File: config.mk
export PLATFORM = sky130hd
export DESIGN_NAME = sac_adc_ctrl
export DESIGN_NICKNAME = d
export VERILOG_FILES = /design/src/verilog/sac_pkg.sv /design/src/verilog/sac_adc_ctrl.sv /design/src/verilog/sac_clkgen.sv
export SDC_FILE = /design/constraint.sdc
export NUM_CORES = 1
export LEC_CHECK = 0
export BUFFER_PORTS_ARGS = -buffer_cell sky130_fd_sc_hd__clkbuf_2
export CORE_AREA = 2 2 91 180
export DETAILED_ROUTE_END_ITERATION = 8
export DIE_AREA = 0 0 93 182
export GPL_TIMING_DRIVEN = 0
export RECOVER_POWER = 50
export SETUP_SLACK_MARGIN = 0.5
export SLEW_MARGIN = 15
export SYNTH_ARGS = -nofsm -noshare
export SYNTH_HDL_FRONTEND = slang
export SYNTH_SLANG_ARGS = --single-unit
File: constraint.sdc
create_clock -name pclk -period 2.8 [get_ports pclk]
set_input_delay 0.28 -clock pclk [delete_from_list [all_inputs] [get_ports pclk]]
set_output_delay 0.28 -clock pclk [all_outputs]
set_load 0.01 [all_outputs]
File: src/verilog/sac_pkg.sv
// Purpose: shared constants and types of the converter sequencer
// Assumes: 32-bit APB words, one register per aligned word
// Notes:   tick counts are in conversion clock periods

package sac_pkg;

  localparam logic [7:0] SC1_OFF  = 8'h00;
  localparam logic [7:0] SC2_OFF  = 8'h04;
  localparam logic [7:0] CFG_OFF  = 8'h08;
  localparam logic [7:0] CMP_OFF  = 8'h0c;
  localparam logic [7:0] RESH_OFF = 8'h10;
  localparam logic [7:0] RESL_OFF = 8'h14;
  localparam logic [7:0] IST_OFF  = 8'h18;
  localparam logic [7:0] IMSK_OFF = 8'h1c;

  localparam int SC1_CONT_BIT = 5;
  localparam int SC1_IE_BIT   = 6;
  localparam int SC2_RDY_BIT  = 0;
  localparam int SC2_HWT_BIT  = 6;
  localparam int CFG_MODE_BIT = 2;
  localparam int CFG_LS_BIT   = 4;
  localparam int CFG_DIV_LSB  = 5;
  localparam int CFG_LP_BIT   = 7;

  localparam logic [4:0] CHAN_OFF  = 5'h1f;
  localparam logic [1:0] CLK_BUS   = 2'h0;
  localparam logic [1:0] CLK_BUS2  = 2'h1;
  localparam logic [1:0] CLK_ALT   = 2'h2;
  localparam logic [1:0] CLK_ASYNC = 2'h3;

  localparam int CLK_HZ          = 40_000_000;
  localparam int ASYNC_START_NS  = 5000;
  localparam int ASYNC_START_CYC =
    (ASYNC_START_NS * (CLK_HZ / 1_000_000) + 999) / 1000;
  localparam int START_SYNC_CYC  = 2;

  localparam logic [5:0] SHORT_SMP_TICKS   = 6'h04;
  localparam logic [5:0] LONG_SMP_TICKS    = 6'h18;
  localparam logic [5:0] SUB_8_SHORT       = 6'h11;
  localparam logic [5:0] SUB_10_SHORT      = 6'h14;
  localparam logic [5:0] SUB_8_LONG        = 6'h25;
  localparam logic [5:0] SUB_10_LONG       = 6'h28;
  localparam logic [5:0] FIRST_EXTRA_TICKS = 6'h03;

  typedef enum logic [2:0] {
    ST_IDLE   = 3'b000,
    ST_SYNC   = 3'b001,
    ST_WAKE   = 3'b010,
    ST_SAMPLE = 3'b011,
    ST_APPROX = 3'b100,
    ST_PAD    = 3'b101
  } sac_state_type;

  function automatic logic [5:0] sac_smp_ticks(input logic long_smp);
    return long_smp ? LONG_SMP_TICKS : SHORT_SMP_TICKS;
  endfunction : sac_smp_ticks

  function automatic logic [5:0] sac_sub_ticks(input logic mode10,
                                               input logic long_smp);
    if (long_smp)
      return mode10 ? SUB_10_LONG : SUB_8_LONG;
    return mode10 ? SUB_10_SHORT : SUB_8_SHORT;
  endfunction : sac_sub_ticks

endpackage : sac_pkg
File: src/verilog/sac_adc_ctrl.sv
// Purpose: sequencer and APB registers of a 10-bit SAR converter
// Assumes: analog front end compares on pclk; pins are asynchronous
// Notes:   result words read back as zero in unused upper bits
// Functional notes
// (RULE1) stay idle until a start occurs
// (RULE2) enable async clock when active
// (RULE3) low power setting limits conversion clock
// (RULE4) sample, then isolate and approximate
// (RULE5) transfer result at end of approximation
// (RULE6) first short: 20 or 23 ticks
// (RULE7) first long: 40 or 43 ticks
// (RULE8) async source adds 5 us start-up
// (RULE9) later short: 17 or 20 ticks
// (RULE10) later long: 37 or 40 ticks
// (RULE11) exact continuous timing needs fast bus
// (RULE12) clock from source select then divider
// (RULE13) sample window short 3.5, long 23.5; the code samples for 4 and 24 ticks
// (RULE14) software waits and keeps pins quiet
// (RULE15) async clock keeps converting in stop
// (RULE16) completion sets flag, maybe interrupt
// (RULE17) mode register write aborts, result kept
// (RULE18) stop without async clock aborts
// (RULE19) start and finish synchronisation in overhead
//
// The address map and the APB register port were left to the implementer.

`timescale 1ns/1ps
`default_nettype none

module sac_adc_ctrl
  import sac_pkg::*;
#(
  parameter int ALT_DIV   = 4,
  parameter int ASYNC_DIV = 2
) (
  input  wire logic        pclk,         // bus clock
  input  wire logic        presetn,      // async reset, active low
  input  wire logic        psel,         // apb select
  input  wire logic        penable,      // apb enable
  input  wire logic        pwrite,       // apb direction
  input  wire logic [7:0]  paddr,        // apb byte address
  input  wire logic [31:0] pwdata,       // apb write data
  output logic      [31:0] prdata,       // apb read data
  output logic             pready,       // apb ready
  output logic             pslverr,      // apb error, unmapped
  input  wire logic        hw_trig_pin,  // hardware trigger pin
  input  wire logic        stop_pin,     // stop mode request pin
  input  wire logic        fe_compare,   // comparator: input >= trial
  output logic      [4:0]  fe_channel,   // selected input
  output logic             fe_sample,    // sample switch closed
  output logic             fe_active,   // front end powered
  output logic      [9:0]  fe_trial,     // trial code to dac
  output logic             fe_low_power, // low_power_conv_sel
  output logic             async_clk_en, // async_conv_clock enable
  output logic             irq           // interrupt, active high
);

  typedef struct packed {
    logic          pready;
    logic [31:0]   prdata;
    logic          pslverr;
    logic [1:0]    s1;
    logic [1:0]    s2;
    logic [1:0]    s3;
    logic [1:0]    lvl;
    logic          trig_d;
    logic [4:0]    chan;
    logic          cont;
    logic          ie;
    logic          conv_complete_flag;
    logic          hwtrg;
    logic [1:0]    clk_sel;
    logic [1:0]    div;
    logic          mode10;
    logic          long_smp;
    logic          lowp;
    logic [9:0]    cmp;
    logic [9:0]    result;
    logic [1:0]    ist;
    logic [1:0]    imsk;
    sac_state_type state;
    logic [5:0]    cnt;
    logic [3:0]    bitn;
    logic [9:0]    trial;
    logic          first;
    logic          sample;
    logic          active;
    logic          run;
    logic          irq;
  } sac_ctrl_type;

  localparam sac_ctrl_type RST_STATE = '{
    chan:    CHAN_OFF,
    state:   ST_IDLE,
    default: '0
  };

  sac_ctrl_type s;
  sac_ctrl_type n;
  logic         tick;
  logic         async_ready;
  logic         done_w;
  logic         abort_w;
  logic         wmode_w;

  sac_clkgen #(
    .ALT_DIV   (ALT_DIV),
    .ASYNC_DIV (ASYNC_DIV)
  ) u_clkgen (
    .pclk        (pclk),
    .presetn     (presetn),
    .run         (s.run),
    .clk_sel     (s.clk_sel),
    .div_sel     (s.div),
    .low_power   (s.lowp),
    .tick        (tick),
    .async_en    (async_clk_en),
    .async_ready (async_ready)
  );

  function automatic logic sac_hit(input logic [7:0] a,
                                   input logic [7:0] off);
    return a == off;
  endfunction : sac_hit

  always_comb begin
    logic        acc;
    logic        wr;
    logic        rd;
    logic        trig_rise;
    logic        stop;
    logic        start;
    logic [31:0] rdat;
    logic        hit;
    acc       = psel && penable;
    wr        = acc && s.pready && pwrite;
    rd        = acc && s.pready && !pwrite;
    n         = s;
    done_w    = 1'b0;
    abort_w   = 1'b0;
    wmode_w   = 1'b0;
    start     = 1'b0;
    rdat      = 32'h0;
    hit       = 1'b1;
    trig_rise = s.lvl[0] && !s.trig_d;
    stop      = s.lvl[1];

    // pin synchronisers: a change counts when stages two and three agree
    n.s1 = {stop_pin, hw_trig_pin};
    n.s2 = s.s1;
    n.s3 = s.s2;
    for (int i = 0; i < 2; i++) begin
      if (s.s2[i] == s.s3[i])
        n.lvl[i] = s.s3[i];
    end
    n.trig_d  = s.lvl[0];

    unique case (paddr)
      SC1_OFF:  rdat = {24'h0, s.conv_complete_flag, s.ie, s.cont, s.chan};
      SC2_OFF:  rdat = {24'h0, s.state != ST_IDLE, s.hwtrg, 5'h0,
                        async_ready};
      CFG_OFF:  rdat = {24'h0, s.lowp, s.div, s.long_smp, 1'b0, s.mode10,
                        s.clk_sel};
      CMP_OFF:  rdat = {22'h0, s.cmp};
      RESH_OFF: rdat = {30'h0, s.result[9:8]};
      RESL_OFF: rdat = {24'h0, s.result[7:0]};
      IST_OFF:  rdat = {30'h0, s.ist};
      IMSK_OFF: rdat = {30'h0, s.imsk};
      default:  hit  = 1'b0;
    endcase
    n.pready  = acc && !s.pready;
    n.pslverr = acc && !s.pready && !hit;
    n.prdata  = (acc && !s.pready && !pwrite) ? rdat : 32'h0;

    // reading the low result word releases the completion flag
    if (rd && sac_hit(paddr, RESL_OFF))
      n.conv_complete_flag = 1'b0;

    if (wr) begin
      unique case (paddr)
        SC1_OFF: begin
          n.chan = pwdata[4:0];
          n.cont = pwdata[SC1_CONT_BIT];
          n.ie   = pwdata[SC1_IE_BIT];
          n.conv_complete_flag = 1'b0;
        end
        SC2_OFF: n.hwtrg = pwdata[SC2_HWT_BIT];
        CFG_OFF: begin
          n.clk_sel  = pwdata[1:0];
          n.mode10   = pwdata[CFG_MODE_BIT];
          n.long_smp = pwdata[CFG_LS_BIT];
          n.div      = pwdata[CFG_DIV_LSB +: 2];
          n.lowp     = pwdata[CFG_LP_BIT];
        end
        CMP_OFF:  n.cmp  = pwdata[9:0];
        IST_OFF:  n.ist  = s.ist & ~pwdata[1:0];
        IMSK_OFF: n.imsk = pwdata[1:0];
        default:  n.imsk = s.imsk;
      endcase
    end

    wmode_w = wr && (sac_hit(paddr, SC2_OFF) || sac_hit(paddr, CFG_OFF)
                     || sac_hit(paddr, CMP_OFF)); // RULE17
    // with the async source selected the sequence runs on through stop
    abort_w = wmode_w || (wr && sac_hit(paddr, SC1_OFF))
              || (stop && s.clk_sel != CLK_ASYNC); // RULE15 RULE18

    if (abort_w) begin
      // results are left as the last completed conversion wrote them
      if (s.state != ST_IDLE)
        n.ist[1] = 1'b1; // RULE17
      n.state = ST_IDLE;
    end else begin
      unique case (s.state)
        ST_IDLE: n.state = ST_IDLE; // RULE1
        ST_SYNC: begin
          if (s.cnt == 6'(START_SYNC_CYC - 1)) begin
            n.state = ST_WAKE; // RULE19
            n.cnt   = 6'h00;
          end else begin
            n.cnt = s.cnt + 6'h01;
          end
        end
        ST_WAKE: begin
          if (tick) begin
            if (s.cnt == FIRST_EXTRA_TICKS - 6'h01) begin
              n.state = ST_SAMPLE; // RULE6 RULE7 RULE8
              n.cnt   = 6'h00;
            end else begin
              n.cnt = s.cnt + 6'h01;
            end
          end
        end
        ST_SAMPLE: begin
          if (tick) begin
            n.cnt = s.cnt + 6'h01;
            if (s.cnt == sac_smp_ticks(s.long_smp) - 6'h01) begin
              n.state = ST_APPROX; // RULE4 RULE13
              n.trial = 10'h200;
              n.bitn  = 4'h9;
            end
          end
        end
        ST_APPROX: begin
          if (tick) begin
            n.cnt = s.cnt + 6'h01;
            if (!fe_compare)
              n.trial[s.bitn] = 1'b0; // RULE4
            if (s.bitn == (s.mode10 ? 4'h0 : 4'h2)) begin
              n.state = ST_PAD;
            end else begin
              n.bitn            = s.bitn - 4'h1;
              n.trial[n.bitn]   = 1'b1;
            end
          end
        end
        ST_PAD: begin
          if (tick) begin
            if (s.cnt == sac_sub_ticks(s.mode10, s.long_smp) - 6'h01)
            begin
              done_w   = 1'b1; // RULE9 RULE10
              n.result = s.mode10 ? s.trial
                                  : {2'b00, s.trial[9:2]}; // RULE5
              n.conv_complete_flag   = 1'b1; // RULE16
              if (s.ie)
                n.ist[0] = 1'b1; // RULE16
              n.cnt   = 6'h00;
              n.first = 1'b0;
              // next sample starts on the very next tick
              n.state = s.cont ? ST_SAMPLE : ST_IDLE; // RULE11
            end else begin
              n.cnt = s.cnt + 6'h01;
            end
          end
        end
        default: n.state = ST_IDLE;
      endcase
    end

    if (!(stop && s.clk_sel != CLK_ASYNC)) begin
      if (wr && sac_hit(paddr, SC1_OFF) && !s.hwtrg)
        start = pwdata[4:0] != CHAN_OFF;
      else if (s.hwtrg && trig_rise && s.state == ST_IDLE)
        start = s.chan != CHAN_OFF;
    end
    if (start) begin
      n.state = ST_SYNC; // RULE19
      n.cnt   = 6'h00;
      n.first = 1'b1;
    end

    n.run    = n.state != ST_IDLE; // RULE1 RULE2
    n.active = n.state != ST_IDLE;
    n.sample = n.state == ST_SAMPLE;
    n.irq    = |(n.ist & n.imsk);
  end

  always_ff @(posedge pclk or negedge presetn) begin
    if (!presetn)
      s <= RST_STATE;
    else
      s <= n;
  end

  assign prdata       = s.prdata;
  assign pready       = s.pready;
  assign pslverr      = s.pslverr;
  assign fe_channel   = s.chan;
  assign fe_sample    = s.sample;
  assign fe_active    = s.active;
  assign fe_trial     = s.trial;
  assign fe_low_power = s.lowp;
  assign irq          = s.irq;

  // ticks since the start of the conversion, and pclk since the start
  logic [6:0] h_ticks;
  logic [9:0] h_wake;
  always_ff @(posedge pclk or negedge presetn) begin
    if (!presetn) begin
      h_ticks <= 7'h00;
      h_wake  <= 10'h000;
    end else begin
      if (s.state == ST_SYNC || done_w)
        h_ticks <= 7'h00;
      else if (tick && s.state != ST_IDLE)
        h_ticks <= h_ticks + 7'h01;
      if (s.state == ST_IDLE)
        h_wake <= 10'h000;
      else if (h_wake != 10'h3ff)
        h_wake <= h_wake + 10'h001;
    end
  end
endmodule : sac_adc_ctrl

`default_nettype wire

File: src/verilog/sac_clkgen.sv
// Purpose: conversion clock as a tick train derived from pclk
// Assumes: the asynchronous source is modelled as a pclk divider
// Notes:   ticks stop and the prescaler clears whenever run is low

`timescale 1ns/1ps
`default_nettype none

module sac_clkgen
  import sac_pkg::*;
#(
  parameter int ALT_DIV   = 4,
  parameter int ASYNC_DIV = 2
) (
  input  wire logic       pclk,         // bus clock
  input  wire logic       presetn,      // async reset, active low
  input  wire logic       run,          // converter active
  input  wire logic [1:0] clk_sel,      // input_clock_select
  input  wire logic [1:0] div_sel,      // clock_divide_select
  input  wire logic       low_power,    // low_power_conv_sel
  output logic            tick,         // one conversion_clock period
  output logic            async_en,     // async generator enabled
  output logic            async_ready   // async generator started
);

  typedef struct packed {
    logic [7:0] cnt;
    logic [7:0] start;
    logic       ready;
    logic       en;
    logic       tick;
  } sac_gen_type;

  sac_gen_type s;
  sac_gen_type n;

  function automatic logic [7:0] sac_period(input logic [1:0] sel,
                                            input logic [1:0] dv,
                                            input logic       lp);
    logic [7:0] base;
    logic [7:0] p;
    unique case (sel)
      CLK_BUS:   base = 8'h01;
      CLK_BUS2:  base = 8'h02;
      CLK_ALT:   base = 8'(ALT_DIV);
      CLK_ASYNC: base = 8'(ASYNC_DIV);
    endcase
    p = base << dv;
    // low power halves the top rate of the fastest setting
    if (lp && p == 8'h01) // RULE3
      p = 8'h02;
    return p;
  endfunction : sac_period

  always_comb begin
    n      = s;
    n.tick = 1'b0;
    n.en   = run && clk_sel == CLK_ASYNC; // RULE2
    if (!run) begin
      n.cnt   = 8'h00;
      n.start = 8'h00;
      n.ready = 1'b0;
    end else if (clk_sel == CLK_ASYNC && !s.ready) begin
      if (s.start == 8'(ASYNC_START_CYC - 1)) // RULE8
        n.ready = 1'b1;
      else
        n.start = s.start + 8'h01;
    end else if (s.cnt >= sac_period(clk_sel, div_sel, low_power) - 8'h01)
    begin
      n.cnt  = 8'h00; // RULE12
      n.tick = 1'b1;
    end else begin
      n.cnt = s.cnt + 8'h01;
    end
  end

  always_ff @(posedge pclk or negedge presetn) begin
    if (!presetn)
      s <= '0;
    else
      s <= n;
  end

  assign tick        = s.tick;
  assign async_en    = s.en;
  assign async_ready = s.ready;
endmodule : sac_clkgen

`default_nettype wire

==> results.cfg, run 1 <==
[floorplanning]
dieArea_um2 = 16930
io_pins = 102
core_um2 = 15620
num_rows = 65
die_h_um = 182
start_util_pct = 38.90
die_x_um = 93

[placed_design]
dp_slack_ns = -0.2590
placed_area_um2 = 6797
gp_congestion = 0.8720
dp_cells = 900
dp_hpwl_um = 10210
portBuffers = 55

[detailed_routing]
firstDrtPassIters = 5
routedWlPerCell_um = 15.42
viasPerCell = 5.131
wl_um = 14370
ant_nets = 0
drc = 0
drt_iter0_drc = 259
vias = 4782

[synth]
synth_area_leaders = dfrtp_1 42%, mux2_2 5.9%, buf_4 5.8%
synth_edf_count = 0
async_reset_ff_share_pct = 100.0
synth_ff_type = dfrtp_1
seq_area_frac_synth_pct = 43.77
netlist-cell-type-count = 66
yosysTopAreaCellShare_pct = 41.61
netlist_area_um2 = 6075
ys_warn_count = 0
synthCells = 621
syn-mean-instance-area_um2 = 9.782
ys_ff_latch = 106
post-synth-top-area-cell = dfrtp_1

[worst_hold_path]
hold_class = primary input to register
hp-start = stop_pin

[power_and_ir_drop]
power.density_nw_per_um2 = 418.3
cellLeakagePower_nw = 3.452
vdd_drop_max_uv = 329.5
p_sw_share_pct = 25.87
power_frac_comb_pct = 8.9
clkPwrFrac_pct = 39.9
intPower_mw = 2.300
p_switching_mw = 0.8028
pwr-share-seq_pct = 51.3

[critical_path]
worstPathArrival_ns = 3.10
end_kind = register
required_ns = 3.04
r2r_start = s[55]$_DFFE_PN0P_
crit_path_start = s[55]$_DFFE_PN0P_
path_class = register to register
critPathMaxFanout = 5
reg2reg_slack_ns = -0.07
start_kind = register

[finish]
drive_above_1_share_pct = 31.33
final_area_um2 = 7417
synthToLayoutAreaGrowth_pct = 22.10
final_common_cell = dfrtp_1
fill_cells = 1509
layoutNonFillerInstCount = 932
nets = 796
final_cell_mix = 100 x dfrtp_1, 59 x nor2_1, 57 x buf_4, 50 x clkbuf_2, 43 x nand2_1
diodes = 0

[sta]
slew_headroom_pct = 18.97
clock_skew_ns = 0.009150
slew_viol_final = 0
setup_viol_count_final = 6
fin_crit_ns = 2.866
final_hold_viol_count = 0
finalWorstSetupSlack_ns = -0.06649
tightest_slew_ns = 1.216
rsz0062_at_grt = yes
fmax_ghz = 0.3489
fin_crit_sh_pct = 102.4

[grt]
overflow = 0
grt_usage_pct = 17.41
grt_start_max_net_pins = 58
grt_pass1_wl_um = 23790
grt_pass1_vias = 4609
antenna_found_initial = 0

[clock_tree]
clkSinkCount = 106
clkSlewWorstSetupHoldPaths_ns = 0.07
cts_inserted_buffers = 9
worstSkewPairLatency_ns = 0.35
cts_tree = done
cts.path.max_buffers = 2
root_buffer = clkbuf_16
cts_max_level = 3

[run_status]
status = complete, but fails checks
failed_checks = negative setup slack

[run]
drv_cap = 0
[final cells by class]
| class | count | area, um2 | share of cell area (%) |
|---|---|---|---|
| Clock inverter | 6 | 50.05 | 0.6748 |
| Inverter | 19 | 71.32 | 0.9615 |
| Sequential cell | 106 | 2660 | 35.86 |
| Tap cell | 201 | 251.5 | 3.391 |
| Multi-Input combinational cell | 445 | 3161 | 42.61 |
| Clock buffer | 10 | 239.0 | 3.222 |
| Buffer | 73 | 554.3 | 7.473 |
| Timing Repair Buffer | 72 | 430.4 | 5.803 |
[metrics by stage]
step	hold WS [ns]	util (%)	setup TNS, ns	total power, mW
after global routing	0.02377	47.50	-2.550	3.235
after floorplan	-0.01559	-	-0.006816	1.768
after global placement	0.3384	43.29	-5.791	1.869
final	0.03303	47.50	-0.2691	3.103
after CTS	0.02320	46.73	-0.5840	3.126
after detailed placement	0.2572	43.53	-1.945	1.878
[critical path, stage by stage, from the launching register on]
cell	delay, ns
dfrtp_1	0.37
clkbuf_8	0.15
nor2_4	0.07
nor2_1	0.04
o21ai_1	0.13
ha_2	0.23
nand2b_1	0.10
or2_2	0.31
ha_1	0.31
nand4_1	0.09
nor2_1	0.12
a221oi_2	0.08
o21ai_2	0.21
clkbuf_4	0.22
nor2_1	0.05
a211o_1	0.26
[Yosys cell counts (all sizes together), types with 4 or more instances]
cell type	n
a21o	6
a21oi	34
a22o	4
a22oi	8
a31oi	5
and2	7
and3	11
and4	4
buf	55
clkbuf	18
dfrtp	101
dfstp	5
ha	22
inv	19
mux2	32
mux2i	11
nand2	46
nand2b	5
nand3	15
nand4	9
nor2	61
nor2b	7
nor3	13
nor3b	4
nor4	4
o21ai	43
o31ai	6
or3	7
xnor2	8
xor2	7
[metal layers]
| layer | share of wire [%] | GRT usage [%] | wire [um] | vias to the layer above |
|---|---|---|---|---|
| met5 | 0 | 0 | 0 | - |
| met3 | 4.4 | 2.324 | 631 | 10 |
| met2 | 48 | 27.10 | 6927 | 124 |
| met4 | 1.1 | 4.588 | 158 | 0 |
| li1 | - | - | - | 2346 |
| met1 | 46 | 25.55 | 6654 | 2302 |
[path summary, 6_finish.rpt]
kind                       cells past startpoint                    endpoint
setup / recovery                              15  u_clkgen.s[18]$_DFFE_PN0P_
hold / removal                                 1             n[74]$_DFF_PN0_
setup reg to reg                              15  u_clkgen.s[18]$_DFFE_PN0P_
hold reg to reg                                0             n[71]$_DFF_PN0_
max in group asynchronous                      3         prdata[7]$_DFF_PN0_
min in group asynchronous                      2  u_clkgen.s[16]$_DFFE_PN0P_
[power by group through the flow]
stage / Sequential, mW / Clock [mW] / Combinational [mW]
2_1_floorplan: 1.61 / 0 / 0.159
6_report: 1.59 / 1.24 / 0.275
4_1_cts: 1.59 / 1.27 / 0.269
3_5_place_dp: 1.62 / 0 / 0.261
5_1_grt: 1.60 / 1.33 / 0.307
3_3_place_gp: 1.62 / 0 / 0.251
[timing repair]
item / 4_1_cts / 5_1_grt
gates resized for setup: 31 / 43
hold buffers: 1 / 0
hold endpoints to repair: 46 / 0
cloned: 3 / 0
endpoints found under the setup margin: 48 / 48
buffers inserted: 7 / 5
pin swaps: 16 / 17
[state kept, by name, summed over array words and instances, names as in the netlist, 5 cells and up]
| register | count |
|---|---|
| u_clkgen.s | 16 |
| prdata | 10 |
| fe_trial | 10 |
| n | 5 |
| fe_channel | 5 |
| s | 52 |
[logic make-up after synthesis]
family                     synth area share (%)
DFF                                       43.77
AOI/OAI and AO/OA                         14.52
xor gates and xnor gates                  2.925
muxes                                     8.486
adders and majority gates                 4.861
buffers and inverters                     9.063
other                                    0.1236
and+or+nand+nor                           16.25
Note: power is estimated with default switching activity, not from simulation.
==> run 2: changes to the inputs <==
--- a/config.mk
+++ b/config.mk
@@ -6,10 +6,14 @@
 export NUM_CORES = 1
 export LEC_CHECK = 0
 export BUFFER_PORTS_ARGS = -buffer_cell sky130_fd_sc_hd__clkbuf_2
+export CELL_PAD_IN_SITES_DETAIL_PLACEMENT = 0
+export CELL_PAD_IN_SITES_GLOBAL_PLACEMENT = 1
 export CORE_AREA = 2 2 91 180
+export CTS_CLUSTER_SIZE = 16
 export DETAILED_ROUTE_END_ITERATION = 8
 export DIE_AREA = 0 0 93 182
 export GPL_TIMING_DRIVEN = 0
+export PLACE_DENSITY_LB_ADDON = 0.1
 export RECOVER_POWER = 50
 export SETUP_SLACK_MARGIN = 0.5
 export SLEW_MARGIN = 15
==> run 2 against run 1 <==
Net effect: the flow finishes with violations (max-capacitance violations, max-slew violations, negative setup slack); largest power group unchanged; sequential share of layout area down 1.2 points; highest routed layer unchanged; worst hold slack worse by 0.012 ns; register-to-register slack worse by 0.05 ns; utilization rose by 1.7 points; cell count grew 1.2%.
==> results.cfg, run 2 (synthesis gave the netlist of run 1 again) <==
[floorplanning]
core_um2 = 15620
die_x_um = 93
num_rows = 65
dieArea_um2 = 16930
die_h_um = 182
io_pins = 102
start_util_pct = 38.90

[clock_tree]
cts_max_level = 3
root_buffer = clkbuf_16
clkSlewWorstSetupHoldPaths_ns = 0.09
cts.path.max_buffers = 2
worstSkewPairLatency_ns = 0.36
cts_tree = done
cts_inserted_buffers = 9
clkSinkCount = 106

[placed_design]
dp_slack_ns = -0.3122
portBuffers = 55
dp_hpwl_um = 10610
gp_congestion = 0.8289
placed_area_um2 = 6797
dp_cells = 900

[finish]
layoutNonFillerInstCount = 943
multiInputGateArea_um2 = 3292
drive_above_1_share_pct = 35.44
largest_reg_flops = 52
final_area_um2 = 7675
final_cell_mix = 99 x dfrtp_1, 68 x buf_4, 55 x nor2_1, 53 x clkbuf_2, 42 x nand2_1
nets = 807
regArea_um2 = 2661
synthToLayoutAreaGrowth_pct = 26.34
final_common_cell = dfrtp_1
largest_registers = s x52, u_clkgen.s x16
diodes = 0
fill_cells = 1528
largest-register = s

[worst_hold_path]
hp-start = hw_trig_pin
hold_class = primary input to register
worstHoldPathCells = 1
whs_endpoint = n[73]$_DFF_PN0_

[grt]
grt_start_max_net_pins = 69
grt_pass1_vias = 4694
overflow = 0
antenna_found_initial = 0
grt_usage_pct = 18.14
grt_use_met1_pct = 25.30
top_usage_layer = met2
grt_pass1_wl_um = 24650
met2_usage_pct = 28.90
grt_use_met3_pct = 2.199

[sta]
slew_headroom_pct = -45.64
setup_viol_count_final = 7
rsz0062_at_grt = yes
tightest_slew_ns = 2.185
finalWorstSetupSlack_ns = -0.1196
final_hold_viol_count = 0
slew_viol_final = 39
fin_crit_ns = 2.920
clock_skew_ns = 0.01417
fmax_ghz = 0.3425
whs_ns = 0.02108
fin_crit_sh_pct = 104.3
fin_setup_tns_ns = -0.5612

[detailed_routing]
drc = 0
ant_nets = 0
vias = 4788
drt_iter0_drc = 217
routedWlPerCell_um = 15.88
wl_um = 14970
viasPerCell = 5.077
firstDrtPassIters = 5

[run_status]
failed_checks = max-capacitance violations, max-slew violations, negative setup slack
status = complete, but fails checks

[critical_path]
crit_chain = buf_8, nor2_4, nor2_2, o21ai_2, ha_4, nand2b_1, o211ai_1, o21ai_1, ha_1, a21o_1, a21o_1, a221oi_4, o21ai_4, buf_8, nor3b_2, a21o_1
end_kind = register
slowest_delay_ns = 0.39
crit_path_start = s[55]$_DFFE_PN0P_
reg2reg_slack_ns = -0.12
critPathMaxFanout = 5
worstPathArrival_ns = 3.23
path_class = register to register
ff2ff_path_depth = 16
required_ns = 3.11
crit_path_frequent_cell = a21o_1
r2r-end = u_clkgen.s[13]$_DFFE_PN0P_
cp_slowest_cell = dfrtp_1
r2r_start = s[55]$_DFFE_PN0P_
start_kind = register

[run]
drv_cap = 1

[power_and_ir_drop]
cellLeakagePower_nw = 3.565
vdd_drop_max_uv = 300.6
power.density_nw_per_um2 = 414.2
[run 2: power by group]
group	switching [mW]	leakage, nW	internal, mW
registers	0.0339	1.41	1.56
logic	0.179	2.00	0.111
clock network	0.658	0.150	0.640
total	0.871	3.56	2.31
[run 2: worst max path at each step]
| stage | endpoint | slack, ns | depth (start not counted) |
|---|---|---|---|
| 2_1_floorplan | u_clkgen.s[16]$_DFFE_PN0P_ | -0.007 | 16 |
| 3_3_place_gp | u_clkgen.s[16]$_DFFE_PN0P_ | -0.29 | 16 |
| 3_5_place_dp | u_clkgen.s[16]$_DFFE_PN0P_ | -0.31 | 16 |
| 4_1_cts | u_clkgen.s[13]$_DFFE_PN0P_ | -0.15 | 16 |
| 5_1_grt | u_clkgen.s[13]$_DFFE_PN0P_ | -0.26 | 16 |
| 6_report | u_clkgen.s[13]$_DFFE_PN0P_ | -0.12 | 16 |
[run 2: repair_timing]
item | 4_1_cts | 5_1_grt
endpoints found under the setup margin | 48 | 52
endpoints found under the hold margin | 33 | 0
pin swaps | 19 | 13
gates cloned | 3 | 0
gates resized for setup | 34 | 77
hold buffers | 1 | 0
setup buffers | 16 | 7
[run 2: critical path: cells and delay by family, from the launching register on]
| kind | cells | cell delay [ns] |
|---|---|---|
| AND/OR/NAND/NOR | 4 | 0.38 |
| AO/OA/AOI/OAI | 8 | 1.33 |
| adder cells (fa/ha/maj) | 2 | 0.49 |
| buffers and inverters | 2 | 0.27 |
| flip-flops | 1 | 0.39 |
[run 2: metal layers]
metal | vias to the layer above | wire (um)
li1 | 2363 | -
met2 | 94 | 7215
met1 | 2310 | 7000
met3 | 21 | 471
met5 | - | 0
met4 | 0 | 285
[run 2: cell type report]
cell class | count | share of cell area, %
clock inverter | 7 | 1.125
inverter | 19 | 0.9292
clock buffer | 9 | 2.934
tap | 201 | 3.277
timing repair buffer | 83 | 6.994
multi-input combinational | 445 | 42.89
sequential | 106 | 34.68
buffer | 73 | 7.173
[run 2: stage by stage]
step	total power [mW]	utilization, %
after floorplan	1.768	-
after global placement	1.877	43.29
after detailed placement	1.883	43.53
after CTS	3.190	47.36
after global routing	3.309	49.15
final	3.179	49.15
==> run 3: changes to the inputs <==
==> constraint.sdc (replaced) <==
create_clock -name pclk -period 2.4 [get_ports pclk]
set_input_delay 0.24 -clock pclk [delete_from_list [all_inputs] [get_ports pclk]]
set_output_delay 0.24 -clock pclk [all_outputs]
set_load 0.01 [all_outputs]
==> run 3 against run 2 <==
Net effect: the run still ends with max-capacitance violations, max-slew violations, negative setup slack left; cell count increased by 2.3%; setup slack worse by 0.42 ns; clock skew barely moved; fmax fell by 0.77%; clock power increased by 18%; utilization grew 2.9 points; critical path depth increased by 1; non-clock buffer count is 22 higher; wire length grew 4.7%; critical path type unchanged.
==> results.cfg, run 3 (synthesis gave the netlist of run 1 again) <==
[run_status]
status = complete, but fails checks
failed_checks = max-capacitance violations, max-slew violations, negative setup slack

[floorplanning]
die_x_um = 93
die_h_um = 182
core_um2 = 15620
dieArea_um2 = 16930
start_util_pct = 38.90
num_rows = 65
io_pins = 102

[placed_design]
gp_congestion = 0.8311
dp_slack_ns = -0.7334
dp_hpwl_um = 10660
portBuffers = 55

[sta]
slew_headroom_pct = -19.10
fin_crit_sh_pct = 122.6
fmax_ghz = 0.3399
rsz0062_at_grt = yes
tightest_slew_ns = 1.786
fin_crit_ns = 2.942
finalWorstSetupSlack_ns = -0.5422
setup_viol_count_final = 9
final_hold_viol_count = 0
slew_viol_final = 31
clock_skew_ns = 0.01445

[critical_path]
critPathMaxFanout = 5
cp_top_family = compound AO/OA/AOI/OAI gates
crit_chain = clkbuf_8, nor2_4, nor2_2, o21ai_2, ha_4, xnor2_2, nand3_1, o21ai_1, o21ai_1, ha_1, a21o_1, a21o_1, a221oi_4, o21ai_2, clkbuf_8, o21ai_1, a21o_1
end_kind = register
start_kind = register
cp_slowest_cell = dfrtp_1
slowest_delay_ns = 0.38
critPathBufInv = 2
worstPathArrival_ns = 3.25
required_ns = 2.71
path_class = register to register

[power_and_ir_drop]
power.density_nw_per_um2 = 459.6
total_power_mw = 3.734
cellLeakagePower_nw = 3.730
vdd_drop_max_uv = 341.9

[finish]
largest-register = s
final_common_cell = dfrtp_1
fill_cells = 1459
diodes = 0
drive_above_1_share_pct = 41.75
synthToLayoutAreaGrowth_pct = 33.72
final_cell_mix = 98 x dfrtp_1, 77 x buf_4, 53 x clkbuf_2, 49 x nor2_1, 40 x nand2_1
nets = 829
largest_registers = s x52, u_clkgen.s x16
largest_reg_flops = 52

[clock_tree]
cts.path.max_buffers = 2
cts_tree = done
clkSinkCount = 106
clkSlewWorstSetupHoldPaths_ns = 0.09
worstSkewPairLatency_ns = 0.36
cts_inserted_buffers = 9
cts_max_level = 3
root_buffer = clkbuf_16

[detailed_routing]
drc = 0
wl_um = 15680
viasPerCell = 5.189
ant_nets = 0
vias = 5007
routedWlPerCell_um = 16.24
firstDrtPassIters = 5
drt_iter0_drc = 202

[worst_hold_path]
hold_class = primary input to register

[grt]
overflow = 0
antenna_found_initial = 0
grt_start_max_net_pins = 77
grt_pass1_wl_um = 25800
grt_pass1_vias = 4889
grt_usage_pct = 19.22

[run]
drv_cap = 1
run 3: report_power, final:
part           internal (mW)  switching, mW
combinational          0.136          0.209
clock                  0.758          0.776
sequential              1.82         0.0376
total                   2.71           1.02
run 3: final cells by class:
| class | instances | area, um2 | share of cell area (%) |
|---|---|---|---|
| multi-input combinational | 445 | 3472 | 42.74 |
| buffer | 73 | 588.1 | 7.240 |
| timing repair buffer | 105 | 768.2 | 9.458 |
| clock inverter | 7 | 83.83 | 1.032 |
| inverter | 19 | 71.32 | 0.8780 |
| sequential | 106 | 2663 | 32.78 |
| tap | 201 | 251.5 | 3.096 |
| clock buffer | 9 | 225.2 | 2.773 |
run 3: per-layer routing:
metal  GRT usage [%]  vias to the layer above  part of all wire, %
met1           26.88                     2432                   45
met2           31.07                      128                   49
met4           5.706                        0                  1.7
met5               0                        -                    0
li1                -                     2429                    -
met3           2.490                       18                  3.8
run 3: what timing repair did:
item	CTS	global route
pin swaps	37	24
setup endpoints to repair	57	79
hold endpoints to repair	31	0
hold buffers	3	0
gates cloned	4	0
setup buffers	35	7
gates resized for setup	89	65
run 3: worst paths after layout:
| path | startpoint | endpoint | cells past startpoint | slack (ns) |
|---|---|---|---|---|
| max | s[55]$_DFFE_PN0P_ | u_clkgen.s[16]$_DFFE_PN0P_ | 17 | -0.54 |
| min | pwdata[8] | s[50]$_DFFE_PN0P_ | 2 | 0.12 |
| max reg2reg | s[55]$_DFFE_PN0P_ | u_clkgen.s[16]$_DFFE_PN0P_ | 17 | -0.54 |
| min reg2reg | n[73]$_DFF_PN0_ | n[71]$_DFF_PN0_ | 0 | 0.36 |
| max in group asynchronous | presetn | s[23]$_DFFE_PN0P_ | 3 | 0.34 |
| min in group asynchronous | presetn | u_clkgen.s[18]$_DFFE_PN0P_ | 2 | 0.89 |
run 3: per-stage QoR:
| step | setup TNS [ns] | hold slack, ns | std cells | utilization (%) | instance area (um2) |
|---|---|---|---|---|---|
| 3_5_place_dp | -5.690 | 0.1540 | 900 | 43.87 | 6850 |
| 6_report | -4.245 | 0.1157 | 965 | 52.02 | 8123 |
| 2_1_floorplan | -2.750 | -0.05559 | 643 | - | 6287 |
| 4_1_cts | -4.325 | 0.1123 | 958 | 50.50 | 7886 |
| 3_3_place_gp | -57.79 | 0.3346 | 899 | 43.64 | 6814 |
| 5_1_grt | -6.087 | 0.1151 | 965 | 52.02 | 8123 |
